===== config.mk =====
export PLATFORM = sky130hd
export DESIGN_NAME = supply_condition_status
export DESIGN_NICKNAME = d
export VERILOG_FILES = /design/src/supply_status_pkg.sv /design/src/supply_condition_status.sv /design/src/supply_flag_bank.sv
export SDC_FILE = /design/constraint.sdc
export NUM_CORES = 1
export LEC_CHECK = 0
export ABC_AREA = 1
export BUFFER_PORTS_ARGS = -buffer_cell sky130_fd_sc_hd__buf_2
export CAP_MARGIN = 20
export CORE_MARGIN = 8
export CORE_UTILIZATION = 42
export CTS_CLUSTER_SIZE = 40
export DETAILED_ROUTE_END_ITERATION = 6
export GPL_TIMING_DRIVEN = 0
export HOLD_SLACK_MARGIN = 0.08
export PLACE_DENSITY = 0.86
export RECOVER_POWER = 25
export SYNTH_ARGS = -nofsm -noshare
export SYNTH_HDL_FRONTEND = slang
export SYNTH_HIERARCHICAL = 1
export SYNTH_SLANG_ARGS = --single-unit

===== constraint.sdc =====
create_clock -name clk -period 1.18 [get_ports clk]
set_input_delay 0 -clock clk [delete_from_list [all_inputs] [get_ports clk]]
set_output_delay 0 -clock clk [all_outputs]
set_load 0.03 [all_outputs]

===== src/supply_status_pkg.sv =====
package supply_status_pkg;

    // number of warning sources
    localparam int unsigned WARN_COUNT = 5;

    // host address windows for blocking and non-blocking accesses
    localparam logic [15:0] BLOCKING_BASE    = 16'h0200;
    localparam logic [15:0] NONBLOCKING_BASE = 16'h0300;
    localparam logic [15:0] WINDOW_SPAN      = 16'h0100;

    // register offsets inside the window
    localparam logic [7:0] ENABLE_OFFSET = 8'h10;
    localparam logic [7:0] STATUS_OFFSET = 8'h12;

    // bit positions, shared by status, enable and flag vectors
    localparam int unsigned BIT_REG_OVERVOLT = 4;
    localparam int unsigned BIT_REG_HOT      = 3;
    localparam int unsigned BIT_TWO_HIGH     = 2;
    localparam int unsigned BIT_ONE_LOW      = 1;
    localparam int unsigned BIT_BATT_LOW     = 0;

    // values after reset
    localparam logic [4:0] ENABLE_RESET = 5'h00;
    localparam logic [4:0] FLAG_RESET   = 5'h00;
    localparam logic [7:0] RDATA_RESET  = 8'h00;

endpackage

===== src/supply_condition_status.sv =====
// Notes on behaviour
// - bit 4 shows regulator over-voltage warning live
// - status read clears over-voltage flag
// - bit 3 shows regulator hot warning live
// - status read clears hot flag
// - bit 2 shows supply two high warning
// - status read clears high-voltage flag
// - bit 1 shows supply one low warning
// - status read clears low-voltage flag
// - bit 0 shows battery low warning
// - status read clears low-battery flag
// - flags rise only when enable bit set
// - all five flags ORed into summary interrupt
// - decode offsets from 0x0200 or 0x300 base
`timescale 1ns/1ps
module supply_condition_status (
    // clock and reset
    input  wire logic                          clk,
    input  wire logic                          sys_rst,
    // warning comparators
    input  wire logic                          regulatorOvervoltageCond,
    input  wire logic                          regulatorHotCond,
    input  wire logic                          supplyTwoHighCond,
    input  wire logic                          supplyOneLowCond,
    input  wire logic                          batteryLowCond,
    // register access from the die-to-die target
    input  wire logic                          regRead,
    input  wire logic                          regWrite,
    input  wire logic                          nonBlocking,
    input  wire logic [15:0]                   hostAddr,
    input  wire logic [7:0]                    regWdata,
    output logic      [7:0]                    regRdata,
    output logic                               regAck,
    // interrupt flags and summary
    output logic [supply_status_pkg::WARN_COUNT-1:0] irqFlags,
    output logic                               voltageSummaryIrq
);
    import supply_status_pkg::*;

    ////////////////////////////////////////////////////////////////////////
    // helpers

    // true when the address falls in the selected window
    function automatic logic inWindow(input logic [15:0] a,
                                      input logic nb);
        logic [15:0] base;
        base = nb ? NONBLOCKING_BASE : BLOCKING_BASE;
        return (a >= base) && (a < (base + WINDOW_SPAN));
    endfunction

    // offset of the address within the selected window
    function automatic logic [7:0] winOffset(input logic [15:0] a,
                                             input logic nb);
        logic [15:0] diff;
        diff = a - (nb ? NONBLOCKING_BASE : BLOCKING_BASE);
        return diff[7:0];
    endfunction

    ////////////////////////////////////////////////////////////////////////
    // declarations

    logic [4:0] condVec;         // live warnings, status bit order
    logic       hitEnable;       // access targets enable register
    logic       hitStatus;       // access targets status register
    logic       statusRead;      // read of status, clears flags
    logic [4:0] enable_q;        // supply_irq_enable_reg
    logic [4:0] enable_d;
    logic [7:0] rdata_q;         // registered read data
    logic [7:0] rdata_d;
    logic       ack_q;           // one-cycle answer
    logic       ack_d;
    logic [4:0] flags;           // latched flags from the bank

    ////////////////////////////////////////////////////////////////////////
    // live condition vector

    always_comb begin
        condVec                   = '0;
        condVec[BIT_REG_OVERVOLT] = regulatorOvervoltageCond;
        condVec[BIT_REG_HOT]      = regulatorHotCond;
        condVec[BIT_TWO_HIGH]     = supplyTwoHighCond;
        condVec[BIT_ONE_LOW]      = supplyOneLowCond;
        condVec[BIT_BATT_LOW]     = batteryLowCond;
    end

    ////////////////////////////////////////////////////////////////////////
    // address decode

    always_comb begin
        hitEnable  = inWindow(hostAddr, nonBlocking) &&
                     (winOffset(hostAddr, nonBlocking) == ENABLE_OFFSET);
        hitStatus  = inWindow(hostAddr, nonBlocking) &&
                     (winOffset(hostAddr, nonBlocking) == STATUS_OFFSET);
        // only a read of status clears the flags
        statusRead = regRead && hitStatus;
    end

    ////////////////////////////////////////////////////////////////////////
    // register file next state

    always_comb begin
        enable_d = enable_q;
        rdata_d  = rdata_q;
        ack_d    = regRead || regWrite;
        // enable register takes writes; status ignores them
        if (regWrite && hitEnable) begin
            enable_d = regWdata[4:0];
        end
        // read data, unmapped offsets read zero
        if (regRead) begin
            if (hitStatus) begin
                rdata_d = {3'h0, condVec};
            end else if (hitEnable) begin
                rdata_d = {3'h0, enable_q};
            end else begin
                rdata_d = RDATA_RESET;
            end
        end
    end

    // register file registers
    always_ff @(posedge clk) begin
        if (sys_rst) begin
            enable_q <= ENABLE_RESET;
            rdata_q  <= RDATA_RESET;
            ack_q    <= 1'b0;
        end else begin
            enable_q <= enable_d;
            rdata_q  <= rdata_d;
            ack_q    <= ack_d;
        end
    end

    ////////////////////////////////////////////////////////////////////////
    // latched flags, cleared by a status read

    supply_flag_bank flagBank (
        .clk      (clk),
        .sys_rst  (sys_rst),
        .condIn   (condVec),
        .enableIn (enable_q),
        .clearAll (statusRead),
        .flagOut  (flags)
    );

    // outputs
    assign regRdata          = rdata_q;
    assign regAck            = ack_q;
    assign irqFlags          = flags;
    assign voltageSummaryIrq = |flags;
endmodule


===== src/supply_flag_bank.sv =====
`timescale 1ns/1ps
module supply_flag_bank (
    // clock and reset
    input  wire logic       clk,
    input  wire logic       sys_rst,
    // live conditions and their enables
    input  wire logic [4:0] condIn,
    input  wire logic [4:0] enableIn,
    // one-cycle clear from a status read
    input  wire logic       clearAll,
    // latched interrupt flags
    output logic      [4:0] flagOut
);
    import supply_status_pkg::*;

    logic [4:0] flag_q;     // sticky flags
    logic [4:0] flag_d;
    logic [4:0] condPrev_q; // last cycle's conditions
    logic [4:0] condPrev_d;
    logic [4:0] setEvt;     // enabled rising edges

    ////////////////////////////////////////////////////////////////////////
    // next flag values: a new event beats a clear in the same cycle
    always_comb begin
        condPrev_d = condIn;
        setEvt     = condIn & ~condPrev_q & enableIn;
        flag_d     = setEvt | (flag_q & ~{5{clearAll}});
    end

    // registers only
    always_ff @(posedge clk) begin
        if (sys_rst) begin
            flag_q     <= FLAG_RESET;
            condPrev_q <= FLAG_RESET;
        end else begin
            flag_q     <= flag_d;
            condPrev_q <= condPrev_d;
        end
    end

    assign flagOut = flag_q;

endmodule


==> summary.txt <==
Logic synthesis
  • Top cells by area, synth: dfxtp_1 (36%), nand2_1 (14%), nand4_1 (8.5%)
  • Area leader, netlist: dfxtp_1
  • Mapped Area: 1180 µm²
  • Yosys warning total: 6
  • Mux cell area share after synthesis: 0
  • Post-synthesis instance total: 168
  • Ys flop type: dfxtp_1
  • Post-Synth Simple-Gate Area: 0.377
  • Synth Area in Compound Gates: 0.0687
  • Seq/Total Area, Yosys: 0.355
  • Most common cell in the netlist: nand2_1
  • Adder-cell share of the synthesized area: 0.0423
  • Most frequent cells after synthesis: nand2_1 (45), inv_1 (25), dfxtp_1 (21)
  • Post-Synth XOR/XNOR Area: 0
  • Share of the synthesized area in the top cell type: 0.355
  • EDFF count, synth: 0
  • Synth unique cells: 24
  • FFs w/ async S/R, synth: 0
  • Largest family of logic cells by synthesized area: simple AND/OR/NAND/NOR gates
  • Mean area per synthesized cell: between 7 and 8 µm²
  • Synth Register Bits: 21

CTS
  • H-tree depth: 1
  • Cts bufs inserted: 3
  • CTS tree: yes
  • TritonCTS Sinks: 21
  • Clock root cell: clkbuf_4
  • Worst-path clk slew: ~120 ps
  • Clock Path Buffers: 2
  • Worst-Skew Late Latency: 300 ps

Global routing
  • Initial antenna violation count: 2
  • First-pass GRT wire length: around 5000 µm
  • Vias in the first global route: 1,185
  • Largest net degree at the start of global routing: 13
  • Total GRT Usage: 0.121
  • Total gr overflow: 0

Die
  • Horiz. Die Dim: 69.1 µm
  • # rows: 19
  • Io pins: 49
  • Die ar.: 4770 µm²
  • Chip height: 69.1 µm
  • Initial Util: 0.437
  • Core area: 2710 µm²

Timing
  • Fmax: 0.905 GHz
  • Final hold viol count: 0
  • Fin crit period: 1100 ps
  • Clock skew: between 6 and 7 ps
  • Final Setup Violations: 0
  • TNS Setup: 0 ps
  • RSZ-0062 raised after global routing: false
  • Slew Viols, Final: 0
  • Period utilization: 0.936

Route
  • Via density: 4.56
  • Drt drc: 0
  • DRT antenna net count: 0
  • Final WL: 2890 µm
  • DR WL/cell: 11.0 µm
  • Initial DRC count: 54
  • Total number of vias: 1,200
  • DR pass1 iterations: 4

Critical path
  • CP startpoint kind: input port
  • CP max stage cell: ha_4
  • Crit Path Class: in -> reg
  • Crit path largest cell delay: 220 ps
  • Cell mode on critical path: nand2_1
  • CP Data Required Time: 1390 ps
  • Crit path cell chain: buf_4, inv_12, ha_4, inv_2, nand2_1, nor2_1, nand3_1, nand2_1, and2_4, nand2_1, nor2_2, nor2_4, nand2_1, nand2_1
  • Critical Path AT: 1310 ps
  • Crit end category: flip-flop
  • FF-to-FF path depth: 4
  • Crit Path Max Fanout: 7

Placement
  • Final RePlAce weighted congestion: 0.838
  • Dpl hpwl: about 2300 µm
  • Placed inst area: around 1500 µm²
  • Buffers on Ports: between 40 and 50
  • Inst Count DP: 243

Finish
  • Finished Cell Area: 1660 µm²
  • Non-filler cells, final: 263
  • Area Overhead vs Synth: 40.5%
  • Share of cells above drive strength 1: 0.335
  • NumNets Final: 269

Flow run
  • Max Cap Viol: 0

Pwr
  • Worst VDD drop: 0.000608 V
  • Power per cell area: 780 nW/µm²
  • Pleak: slightly above 0.0008 µW
  • Final Power: 1300 µW

Min path
  • Tightest Hold Check Type: in -> reg
  • Worst hold stages: 7

Run status
  • Outcome: complete, no violations
==> repair_timing <==
action | 4_1_cts | 5_1_grt
hold endpoints to repair | 21 | 0
buffers inserted | 0 | 2
endpoints found under the setup margin | 5 | 6
hold buffers | 13 | 0
pin swaps | 0 | 3
resized for setup | 2 | 4
==> metal layers <==
| layer | track usage | part of all wire | up-vias |
|---|---|---|---|
| li1 | - | - | 653 |
| met1 | 0.131 | 0.41 | 500 |
| met2 | 0.203 | 0.49 | 43 |
| met3 | 0.0443 | 0.075 | 4 |
| met4 | 0.0569 | 0.023 | 0 |
| met5 | 0 | 0 | - |
==> through the flow <==
step	util	setup slack, ps	hold slack [ps]
after floorplan	-	-27.8	69.1
after global placement	0.548	-345	248
after detailed placement	0.548	-370	250
after CTS	0.608	12.1	240
after global routing	0.614	11.9	274
final	0.614	75.1	237
==> registers in the layout, indices dropped and copies added (netlist names) <==
name / count
enable_q: 5
flagBank/condPrev_q: 5
flagBank/flagOut: 5
regAck: 1
regRdata: 5
==> final timing paths <==
| check | start | endpoint | slack (ps) |
|---|---|---|---|
| worst max-delay path | hostAddr[8] | flagBank/flagOut[0] | 80 |
| worst min register to register | flagBank/flagOut[1] | flagBank/flagOut[1] | 470 |
| worst max register to register | enable_q[3] | regRdata[3] | 380 |
| worst min-delay path | hostAddr[5] | enable_q[4] | 240 |
==> placed cells by master (no fill, tap or decap) <==
master and instances:
clkbuf_8 2, nand3_4 1, dlygate4sd3_1 13, buf_6 1, a21boi_2 1, inv_12 1, nand2_1 45, buf_4 7
nor3_1 1, nor2_1 19, buf_2 37, nand4_1 16, a21oi_1 5, a21oi_2 5, ha_1 2, clkbuf_2 1
clkbuf_1 3, nand3_1 2, inv_2 4, nor2_4 2, nand4_2 1, ha_4 2, nand2_2 1, dfxtp_1 21
inv_1 22, clkbuf_4 3, clkinv_2 1, diode_2 2, inv_6 1, o21ai_1 1, nor2_2 5, and2_4 1
conb_1 3
==> cells by family after synthesis <==
family,Yosys count
AOI/OAI and AO/OA,12
adders and majority gates,4
DFF,21
other,1
and+or+nand+nor,94
buffers and inverters,36
==> where the power goes <==
part / internal, µW / switching (µW)
registers: 720 / 3.00
clock network: 126 / 215
logic: 112 / 121
==> critical path, delay by kind of cell <==
family / cells / cell delay (ps)
buffers and inverters: 3 / 200
and+or+nand+nor: 10 / 890
adders and majority gates: 1 / 220
==> final cells by class <==
type | instances | area (µm²)
diodes | 2 | 5.00
plain buffers | 7 | 66.3
clock buffers | 3 | 22.5
clock inverters | 1 | 5.00
fillers | 270 | 1050
inverters | 28 | 123
multi-input cells | 113 | 626
flip-flops and latches | 21 | 420
well taps | 31 | 38.8
repair buffers | 57 | 357
No activity file was read; power rests on OpenSTA's default activity.
